File: config.mk
export PLATFORM = sky130hd
export DESIGN_NAME = tvf_fault_ctrl
export DESIGN_NICKNAME = d
export VERILOG_FILES = /design/src/inc/tvf_pkg.sv /design/src/logic/tvf_l11_decode.sv /design/src/logic/tvf_fault_ctrl.sv
export SDC_FILE = /design/constraint.sdc
export NUM_CORES = 1
export LEC_CHECK = 0
export BUFFER_PORTS_ARGS = -buffer_cell sky130_fd_sc_hd__clkbuf_2
export CAP_MARGIN = 15
export CORE_MARGIN = 1.5
export CORE_UTILIZATION = 50
export CTS_BUF_LIST = sky130_fd_sc_hd__clkbuf_4 sky130_fd_sc_hd__clkbuf_8
export DETAILED_ROUTE_END_ITERATION = 10
export GPL_TIMING_DRIVEN = 0
export HOLD_SLACK_MARGIN = 0.1
export PLACE_DENSITY = 0.68
export SLEW_MARGIN = 10
export SYNTH_ARGS = -nofsm -noshare
export SYNTH_HDL_FRONTEND = slang
export SYNTH_SLANG_ARGS = --single-unit
export TNS_END_PERCENT = 5
File: constraint.sdc
create_clock -name clk_sys_i -period 12.67 [get_ports clk_sys_i]
set_input_delay 0.6335 -clock clk_sys_i [delete_from_list [all_inputs] [get_ports clk_sys_i]]
set_output_delay 0.6335 -clock clk_sys_i [all_outputs]
set_load 0.02 [all_outputs]
File: src/inc/tvf_pkg.sv
// shared constants and types for the temperature / input-voltage fault limit block
`default_nettype none
package tvf_pkg;

  // ----------------------------------------------------------------------
  // management command codes
  // ----------------------------------------------------------------------
  localparam logic [7:0]  CMD_UT_FAULT_THR  = 8'h53;
  localparam logic [7:0]  CMD_UT_ACTION     = 8'h54;
  localparam logic [7:0]  CMD_VIN_OV_THR    = 8'h55;

  // ----------------------------------------------------------------------
  // reset values
  // ----------------------------------------------------------------------
  localparam logic [15:0] UT_FAULT_THR_RST  = 16'hE530;
  localparam logic [7:0]  UT_ACTION_RST     = 8'h80;
  localparam logic [15:0] VIN_OV_THR_RST    = 16'hDA00;
  localparam logic [15:0] RDATA_NONE        = 16'h0000;

  // ----------------------------------------------------------------------
  // field layouts
  // ----------------------------------------------------------------------
  localparam int          EXP_MSB           = 15;
  localparam int          EXP_LSB           = 11;
  localparam int          MANT_MSB          = 10;
  localparam int          BEHAV_MSB         = 7;
  localparam int          BEHAV_LSB         = 6;
  localparam int          RETRY_MSB         = 5;
  localparam int          RETRY_LSB         = 3;
  localparam int          DELAY_MSB         = 2;
  localparam int          DELAY_LSB         = 0;
  localparam logic [1:0]  BEHAV_RETRY       = 2'h2;
  localparam logic [2:0]  RETRY_NONE        = 3'h0;

  // ----------------------------------------------------------------------
  // fixed-point view of decoded values and accepted ranges
  // ----------------------------------------------------------------------
  localparam int          Q_FRAC            = 8;
  localparam int          Q_W               = 40;
  localparam int          UT_MIN_C          = -55;
  localparam int          UT_MAX_C          = 25;
  localparam int          VIN_MIN_V         = 0;
  localparam int          VIN_MAX_V         = 18;
  localparam logic signed [Q_W-1:0] UT_MIN_Q  = Q_W'(UT_MIN_C * (1 << Q_FRAC));
  localparam logic signed [Q_W-1:0] UT_MAX_Q  = Q_W'(UT_MAX_C * (1 << Q_FRAC));
  localparam logic signed [Q_W-1:0] VIN_MIN_Q = Q_W'(VIN_MIN_V * (1 << Q_FRAC));
  localparam logic signed [Q_W-1:0] VIN_MAX_Q = Q_W'(VIN_MAX_V * (1 << Q_FRAC));
  localparam int          UT_RST_C          = -45;
  localparam logic signed [Q_W-1:0] UT_RST_Q  = Q_W'(UT_RST_C * (1 << Q_FRAC));

  // ----------------------------------------------------------------------
  // timing
  // ----------------------------------------------------------------------
  localparam int          CLK_PERIOD_NS     = 4;
  localparam int          TICK_PERIOD_NS    = 1000000;
  localparam int          TICK_CYCLES       = TICK_PERIOD_NS / CLK_PERIOD_NS;
  localparam int          RETRY_UNIT_MS     = 35;
  localparam int          DLY_W             = 9;

  typedef enum logic [1:0] {
    TVF_ST_OFF,
    TVF_ST_RUN,
    TVF_ST_WAIT,
    TVF_ST_LATCHED
  } tvf_state_t;

endpackage : tvf_pkg
`default_nettype wire

File: src/logic/tvf_l11_decode.sv
// exponent/mantissa word to signed fixed-point converter
`timescale 1ns/100ps
`default_nettype none
module tvf_l11_decode #(
  parameter int FRAC  = tvf_pkg::Q_FRAC,
  parameter int OUT_W = tvf_pkg::Q_W
) (
  input  wire logic [15:0]             word_i,
  output logic signed [OUT_W-1:0]      value_o
);

  logic signed [4:0]        exp_s;
  logic signed [10:0]       mant_s;
  logic signed [OUT_W-1:0]  mant_x;
  int                       sh;

  // value = mantissa * 2^exponent, scaled by 2^FRAC; small negative shifts truncate toward minus infinity
  always_comb begin
    exp_s  = signed'(word_i[tvf_pkg::EXP_MSB:tvf_pkg::EXP_LSB]);
    mant_s = signed'(word_i[tvf_pkg::MANT_MSB:0]);
    mant_x = OUT_W'(mant_s);
    sh     = int'(exp_s) + FRAC;
    if (sh >= 0) begin
      value_o = mant_x <<< sh;
    end else begin
      value_o = mant_x >>> (-sh);
    end
  end

endmodule : tvf_l11_decode
`default_nettype wire

File: src/logic/tvf_fault_ctrl.sv
// under-temperature and input-overvoltage fault limits, response and retry control
`timescale 1ns/100ps
`default_nettype none
module tvf_fault_ctrl #(
  parameter int TICK_CYCLES = tvf_pkg::TICK_CYCLES
) (
  input  wire logic        clk_sys_i,
  input  wire logic        rst_n_i,
  input  wire logic [7:0]  cmd_code_i,
  input  wire logic        cmd_wr_i,
  input  wire logic [15:0] cmd_wdata_i,
  input  wire logic        clear_faults_i,
  input  wire logic [15:0] ut_warn_thr_i,
  input  wire logic [15:0] vin_ov_warn_thr_i,
  input  wire logic [7:0]  vin_ov_action_i,
  input  wire logic [15:0] temp_read_i,
  input  wire logic [15:0] vin_read_i,
  input  wire logic        enable_pin_i,
  input  wire logic        operation_on_i,
  input  wire logic        bias_ok_i,
  input  wire logic        other_fault_i,
  output logic      [15:0] cmd_rdata_o,
  output logic             wr_reject_o,
  output logic             output_enable_o,
  output logic             alert_n_o,
  output logic             ut_fault_status_o,
  output logic             vin_ov_fault_status_o
);

  localparam int PRE_W = $clog2(TICK_CYCLES + 1);
  localparam logic [PRE_W-1:0] PRE_LAST = PRE_W'(TICK_CYCLES - 1);
  localparam int DW = tvf_pkg::DLY_W;

  // ----------------------------------------------------------------------
  // state and decoded values
  // ----------------------------------------------------------------------
  logic [15:0]               ut_thr_q, vin_thr_q;
  logic [7:0]                ut_act_q;
  logic                      en_meta_q, en_sync_q;
  logic [PRE_W-1:0]          pre_q;
  logic [DW-1:0]             dly_q, dly_d, dly_load;
  logic                      cause_ut_q, cause_ut_d;
  tvf_pkg::tvf_state_t       state_q, state_d;
  logic                      ut_stat_d, vin_stat_d;
  logic signed [tvf_pkg::Q_W-1:0] wr_val, ut_thr_v, ut_warn_v, vin_thr_v, vin_warn_v, temp_v, vin_v;
  logic                      cmd_on, tick, ut_det, vin_det, ut_clear, vin_clear, ut_ok, vin_ok;
  logic [7:0]                act;

  // one decoder per word; the write path is checked in decoded form
  tvf_l11_decode u_dec_wr   (.word_i(cmd_wdata_i),       .value_o(wr_val));
  tvf_l11_decode u_dec_utf  (.word_i(ut_thr_q),          .value_o(ut_thr_v));
  tvf_l11_decode u_dec_utw  (.word_i(ut_warn_thr_i),     .value_o(ut_warn_v));
  tvf_l11_decode u_dec_vinf (.word_i(vin_thr_q),         .value_o(vin_thr_v));
  tvf_l11_decode u_dec_vinw (.word_i(vin_ov_warn_thr_i), .value_o(vin_warn_v));
  tvf_l11_decode u_dec_temp (.word_i(temp_read_i),       .value_o(temp_v));
  tvf_l11_decode u_dec_vin  (.word_i(vin_read_i),        .value_o(vin_v));

  // ----------------------------------------------------------------------
  // comparisons
  // ----------------------------------------------------------------------
  assign ut_det    = temp_v < ut_thr_v;
  assign vin_det   = vin_v > vin_thr_v;
  assign ut_clear  = temp_v > ut_warn_v;
  assign vin_clear = vin_v < vin_warn_v;
  assign ut_ok     = (wr_val >= tvf_pkg::UT_MIN_Q) && (wr_val <= tvf_pkg::UT_MAX_Q);
  assign vin_ok    = (wr_val >= tvf_pkg::VIN_MIN_Q) && (wr_val <= tvf_pkg::VIN_MAX_Q);
  // bias loss and another shutting fault act like an off command
  assign cmd_on    = en_sync_q && operation_on_i && bias_ok_i && !other_fault_i;
  assign act       = cause_ut_d ? ut_act_q : vin_ov_action_i;
  assign dly_load  = DW'((DW'(act[tvf_pkg::DELAY_MSB:tvf_pkg::DELAY_LSB]) + DW'(1)) * DW'(tvf_pkg::RETRY_UNIT_MS));
  assign tick      = (pre_q == '0);

  // ----------------------------------------------------------------------
  // enable pin synchroniser
  // ----------------------------------------------------------------------
  always_ff @(posedge clk_sys_i or negedge rst_n_i) begin
    if (!rst_n_i) begin
      en_meta_q <= 1'b0;
      en_sync_q <= 1'b0;
    end else begin
      en_meta_q <= enable_pin_i;
      en_sync_q <= en_meta_q;
    end
  end

  // ----------------------------------------------------------------------
  // settings: out-of-range writes are dropped and flagged for one cycle
  // ----------------------------------------------------------------------
  always_ff @(posedge clk_sys_i or negedge rst_n_i) begin
    if (!rst_n_i) begin
      ut_thr_q    <= tvf_pkg::UT_FAULT_THR_RST;
      ut_act_q    <= tvf_pkg::UT_ACTION_RST;
      vin_thr_q   <= tvf_pkg::VIN_OV_THR_RST;
      wr_reject_o <= 1'b0;
    end else begin
      wr_reject_o <= 1'b0;
      if (cmd_wr_i && cmd_code_i == tvf_pkg::CMD_UT_FAULT_THR) begin
        if (ut_ok) ut_thr_q <= cmd_wdata_i;
        else wr_reject_o <= 1'b1;
      end else if (cmd_wr_i && cmd_code_i == tvf_pkg::CMD_UT_ACTION) begin
        ut_act_q <= cmd_wdata_i[7:0];
      end else if (cmd_wr_i && cmd_code_i == tvf_pkg::CMD_VIN_OV_THR) begin
        if (vin_ok) vin_thr_q <= cmd_wdata_i;
        else wr_reject_o <= 1'b1;
      end
    end
  end

  // read data follows the command code one cycle later; unknown codes read zero
  always_ff @(posedge clk_sys_i or negedge rst_n_i) begin
    if (!rst_n_i) begin
      cmd_rdata_o <= tvf_pkg::RDATA_NONE;
    end else if (cmd_code_i == tvf_pkg::CMD_UT_FAULT_THR) begin
      cmd_rdata_o <= ut_thr_q;
    end else if (cmd_code_i == tvf_pkg::CMD_UT_ACTION) begin
      cmd_rdata_o <= {8'h00, ut_act_q};
    end else if (cmd_code_i == tvf_pkg::CMD_VIN_OV_THR) begin
      cmd_rdata_o <= vin_thr_q;
    end else begin
      cmd_rdata_o <= tvf_pkg::RDATA_NONE;
    end
  end

  // ----------------------------------------------------------------------
  // output control state machine
  // ----------------------------------------------------------------------
  always_comb begin
    state_d    = state_q;
    cause_ut_d = cause_ut_q;
    dly_d      = (tick && dly_q != '0) ? dly_q - DW'(1) : dly_q;
    case (state_q)
      tvf_pkg::TVF_ST_OFF: begin
        dly_d = '0;
        if (cmd_on) state_d = tvf_pkg::TVF_ST_RUN;
      end
      tvf_pkg::TVF_ST_RUN: begin
        if (!cmd_on) begin
          state_d = tvf_pkg::TVF_ST_OFF;
          dly_d   = '0;
        end else if ((ut_det && ut_act_q[tvf_pkg::BEHAV_MSB:tvf_pkg::BEHAV_LSB] == tvf_pkg::BEHAV_RETRY) ||
                     (vin_det && vin_ov_action_i[tvf_pkg::BEHAV_MSB:tvf_pkg::BEHAV_LSB] == tvf_pkg::BEHAV_RETRY)) begin
          // the under-temperature fault wins when both strike together
          cause_ut_d = ut_det && ut_act_q[tvf_pkg::BEHAV_MSB:tvf_pkg::BEHAV_LSB] == tvf_pkg::BEHAV_RETRY;
          if (act[tvf_pkg::RETRY_MSB:tvf_pkg::RETRY_LSB] == tvf_pkg::RETRY_NONE) begin
            state_d = tvf_pkg::TVF_ST_LATCHED;
          end else begin
            state_d = tvf_pkg::TVF_ST_WAIT;
            // a fresh fault waits the full delay; a refault keeps the attempt spacing
            if (dly_q == '0) dly_d = dly_load;
          end
        end
      end
      tvf_pkg::TVF_ST_WAIT: begin
        if (!cmd_on) begin
          state_d = tvf_pkg::TVF_ST_OFF;
          dly_d   = '0;
        end else if (dly_q == '0 && (cause_ut_q ? ut_clear : vin_clear)) begin
          state_d = tvf_pkg::TVF_ST_RUN;
          dly_d   = dly_load;
        end
      end
      tvf_pkg::TVF_ST_LATCHED: begin
        // only a full off/on cycle of the commands restarts a latched output
        if (!cmd_on) state_d = tvf_pkg::TVF_ST_OFF;
        dly_d = '0;
      end
      default: state_d = tvf_pkg::TVF_ST_OFF;
    endcase
  end

  always_ff @(posedge clk_sys_i or negedge rst_n_i) begin
    if (!rst_n_i) begin
      state_q         <= tvf_pkg::TVF_ST_OFF;
      cause_ut_q      <= 1'b0;
      dly_q           <= '0;
      output_enable_o <= 1'b0;
    end else begin
      state_q         <= state_d;
      cause_ut_q      <= cause_ut_d;
      dly_q           <= dly_d;
      output_enable_o <= (state_d == tvf_pkg::TVF_ST_RUN);
    end
  end

  // millisecond prescaler; runs free so a delay may be short by under one tick
  always_ff @(posedge clk_sys_i or negedge rst_n_i) begin
    if (!rst_n_i) begin
      pre_q <= PRE_LAST;
    end else if (pre_q == '0) begin
      pre_q <= PRE_LAST;
    end else begin
      pre_q <= pre_q - PRE_W'(1);
    end
  end

  // ----------------------------------------------------------------------
  // sticky status and alert; a detection in the clearing cycle wins
  // ----------------------------------------------------------------------
  assign ut_stat_d  = ut_det || (ut_fault_status_o && !clear_faults_i);
  assign vin_stat_d = vin_det || (vin_ov_fault_status_o && !clear_faults_i);

  always_ff @(posedge clk_sys_i or negedge rst_n_i) begin
    if (!rst_n_i) begin
      ut_fault_status_o     <= 1'b0;
      vin_ov_fault_status_o <= 1'b0;
      alert_n_o             <= 1'b1;
    end else begin
      ut_fault_status_o     <= ut_stat_d;
      vin_ov_fault_status_o <= vin_stat_d;
      alert_n_o             <= !(ut_stat_d || vin_stat_d);
    end
  end
endmodule : tvf_fault_ctrl
`default_nettype wire

==> impl_metrics.tcl <==
set metrics [dict create \
    status "completed" \
    wl_met3_um 5481 \
    ys_types 92 \
    vias_per_cell 6.606 \
    ff_latch_area_um2 2357 \
    synthArstFlopShare_pct 100.0 \
    drc 0 \
    cts_tree "built" \
    synth_top_flop_cell "dfrtp_1" \
    r2r_slack_ns 2.87 \
    reg2reg_to "dly_q[8]" \
    core_area_um2 39730 \
    grt_use_total_pct 33.66 \
    postLayoutCellArea_um2 21570 \
    ys_seq_elements 93 \
    irDropWorstVdd_mv 0.04472 \
    die_h_um 203.4 \
    arrival_ns 10.35 \
    max_freq_mhz 99.30 \
    crit_type "in -> reg" \
    synth_area_um2 20090 \
    yosysSeqAreaShare_pct 11.73 \
    m1WireLength_um 30310 \
    crit_end "dly_q[8]" \
    drive_above_1_share_pct 10.36 \
    rows 73 \
    ios 125 \
    yosysWarnings 0 \
    finalSetupViolCount 0 \
    ff2ff_path_depth 37 \
    die_x_um 203.4 \
    regToRegStartpoint "ut_thr_q[14]" \
    cp_slowest_cell "nor4_2" \
    worstMarginPinSlew_ns 1.134 \
    holdCritPathClass "in -> async" \
    clk_latency_ns 0.39 \
    dieArea_um2 41390 \
    drv_cap 0 \
    period_share_pct 79.48 \
    routed_wl_um 71280 \
    hold_buffers 0 \
    globalRoute.totalOverflow 0 \
    vias 22860 \
    ctsRootBufferMaster "clkbuf_8" \
    clock-skew-final_ns 0.01433 \
    postSynthAreaPerCell_um2 7.172 \
    slew_violations 0 \
    grt_setup_unrepaired "no" \
    cts_buffer_depth 2 \
    ctsResizeCount 0 \
    wl_per_cell_um 20.60 \
    p_leak_uw 0.009036 \
    htree_levels 3 \
    slowest_delay_ns 0.60 \
    gp_congestion 1.010 \
    ant_nets 0 \
    cpMostUsedCell "ha_1" \
    hold_viol_final 0 \
    cts_inserted_buffers 9 \
    place_area_um2 21370 \
    post_cts_buffers 0 \
    worstSetupPathDepth 35 \
    grt_pass1_wl_um 113300 \
    worst-path-buf-inv 6 \
    cp-end-kind "flop" \
    synth_edf_count 0 \
    first_global_vias 21490 \
    antenna_cells 0 \
    crit_path_start_kind "primary input" \
    cts.sinks 93 \
    synth_nets 3142 \
    initial_core_util_pct 50.56 \
    fillers 3938 \
    antenna_found_initial 0 \
    synth_cells 2801 \
    portBuffers 117 \
    grt_max_degree 63 \
    highest_layer "met4" \
    first_pass_iters 9 \
    setup_tns_ns 0 \
    p_per_area_nw_per_um2 56.33 \
    multi_input_area_um2 16750 \
    first_iter_violations 2301 \
    finalNetCount 3271 \
    cp_max_fo 11 \
    path_clk_slew_ns 0.11 \
    dp_hpwl_um 58020 \
    cpLargestDelayFamily "compound AO/OA/AOI/OAI gates" \
    fin_crit_ns 10.07 \
    synthToLayoutAreaGrowth_pct 7.393 \
    slew_headroom_pct 23.39 \
    worstSetupStartpoint "temp_read_i[14]" \
    critical_path_required_ns 12.95 \
    wl_met2_um 33070 \
]
## final cells by class
type                       instances  area share, %
sequential                        93          10.93
timing repair buffer             118          2.853
buffer                           175          3.149
tap                              525          3.045
clock inverter                     6         0.3480
multi-input combinational       2452          77.66
clock buffer                      10         0.6089
inverter                          81          1.409
## placed cells by master, fill, tap and decap left out, types with 12 or more instances in the layout
cell      instances
a22oi_1          36
nor2_1          297
dfstp_2          24
o211ai_1         12
buf_1            26
xor2_1           15
mux4_2           37
and3_1           28
clkinv_1         14
nor3_1           83
inv_1            65
a31oi_1          27
mux2_2           58
nand2b_1         28
o31ai_1          20
nand4_1          30
and2_1           27
nor2b_1          38
a22o_1           25
clkbuf_2        116
o21a_1           30
mux2i_1          91
clkbuf_1        141
dfrtp_1          69
a211oi_1         49
o21ai_0         200
nand3_1          60
nor4_1           24
o22ai_1          21
a21oi_1         303
a21o_1           59
or2_2            12
xnor2_1          30
or3_1            22
o221ai_1         12
nand2_1         333
ha_1            230
## routing by layer
| metal | vias up | GRT usage (%) |
|---|---|---|
| li1 | 10770 | - |
| met1 | 10880 | 45.13 |
| met2 | 1036 | 55.66 |
| met3 | 168 | 4.362 |
| met4 | 0 | 11.40 |
| met5 | - | 0 |
## where the power goes
| part | switching, uW | total [uW] | internal, uW |
|---|---|---|---|
| clock | 117 | 214 | 97.0 |
| combinational | 436 | 695 | 259 |
| sequential | 4.28 | 306 | 302 |
| total | 557 | 1220 | 658 |
## flip-flops by register name (all words and copies together) (netlist names), 2 cells and up
| signal | count |
|---|---|
| state_q | 2 |
| ut_act_q | 8 |
| cmd_rdata_o | 16 |
| pre_q | 18 |
| vin_thr_q | 16 |
| ut_thr_q | 16 |
| dly_q | 9 |
## cell usage after synthesis (36+ instances only)
cell type  instances  area share [%]
a211oi_1          49             1.8
inv_1             65             1.2
mux2_2            58             3.3
mux2i_1           91             4.5
nand2_1          333             6.2
a22oi_1           36             1.3
nor3_1            83             2.1
dfrtp_1           69             8.6
o21ai_0          200             5.0
mux4_2            37             4.1
clkbuf_1         141             2.6
ha_1             230              14
nor2b_1           38             1.2
nor2_1           297             5.5
nand3_1           60             1.5
a21oi_1          303             7.5
a21o_1            59             2.2
## through the flow
| stage | cells | utilization (%) | setup WS (ns) | total power (uW) | hold WS, ns |
|---|---|---|---|---|---|
| after floorplan | 2801 | - | 4.474 | 786.0 | 0.3312 |
| after global placement | 3443 | 53.69 | 2.445 | 970.0 | 0.3346 |
| after detailed placement | 3444 | 53.78 | 2.338 | 989.0 | 0.3355 |
| after CTS | 3460 | 54.30 | 2.715 | 1206 | 0.2061 |
| after global routing | 3460 | 54.30 | 1.865 | 1307 | 0.2224 |
| final | 3460 | 54.30 | 2.600 | 1215 | 0.2142 |
## worst min-delay path by stage
stage | endpoint | startpoint | slack, ns
floorplan | en_sync_q | en_meta_q | 0.33
global placement | en_sync_q | en_meta_q | 0.33
detailed placement | en_sync_q | en_meta_q | 0.34
CTS | pre_q[4] | rst_n_i | 0.21
global route | pre_q[5] | rst_n_i | 0.22
finish | pre_q[9] | rst_n_i | 0.21
## cell families (layout without fill, tap and decap cells)
group | Yosys count | after routing | synth area share (%)
buffers and inverters | 256 | 390 | 4.895
and+or+nand+nor | 1040 | 1040 | 24.31
xor gates and xnor gates | 46 | 46 | 2.043
DFF | 93 | 93 | 11.73
AOI/OAI and AO/OA | 937 | 937 | 29.72
muxes | 192 | 192 | 12.27
adders and majority gates | 237 | 237 | 15.02
No activity file was read; power rests on OpenSTA's default activity.
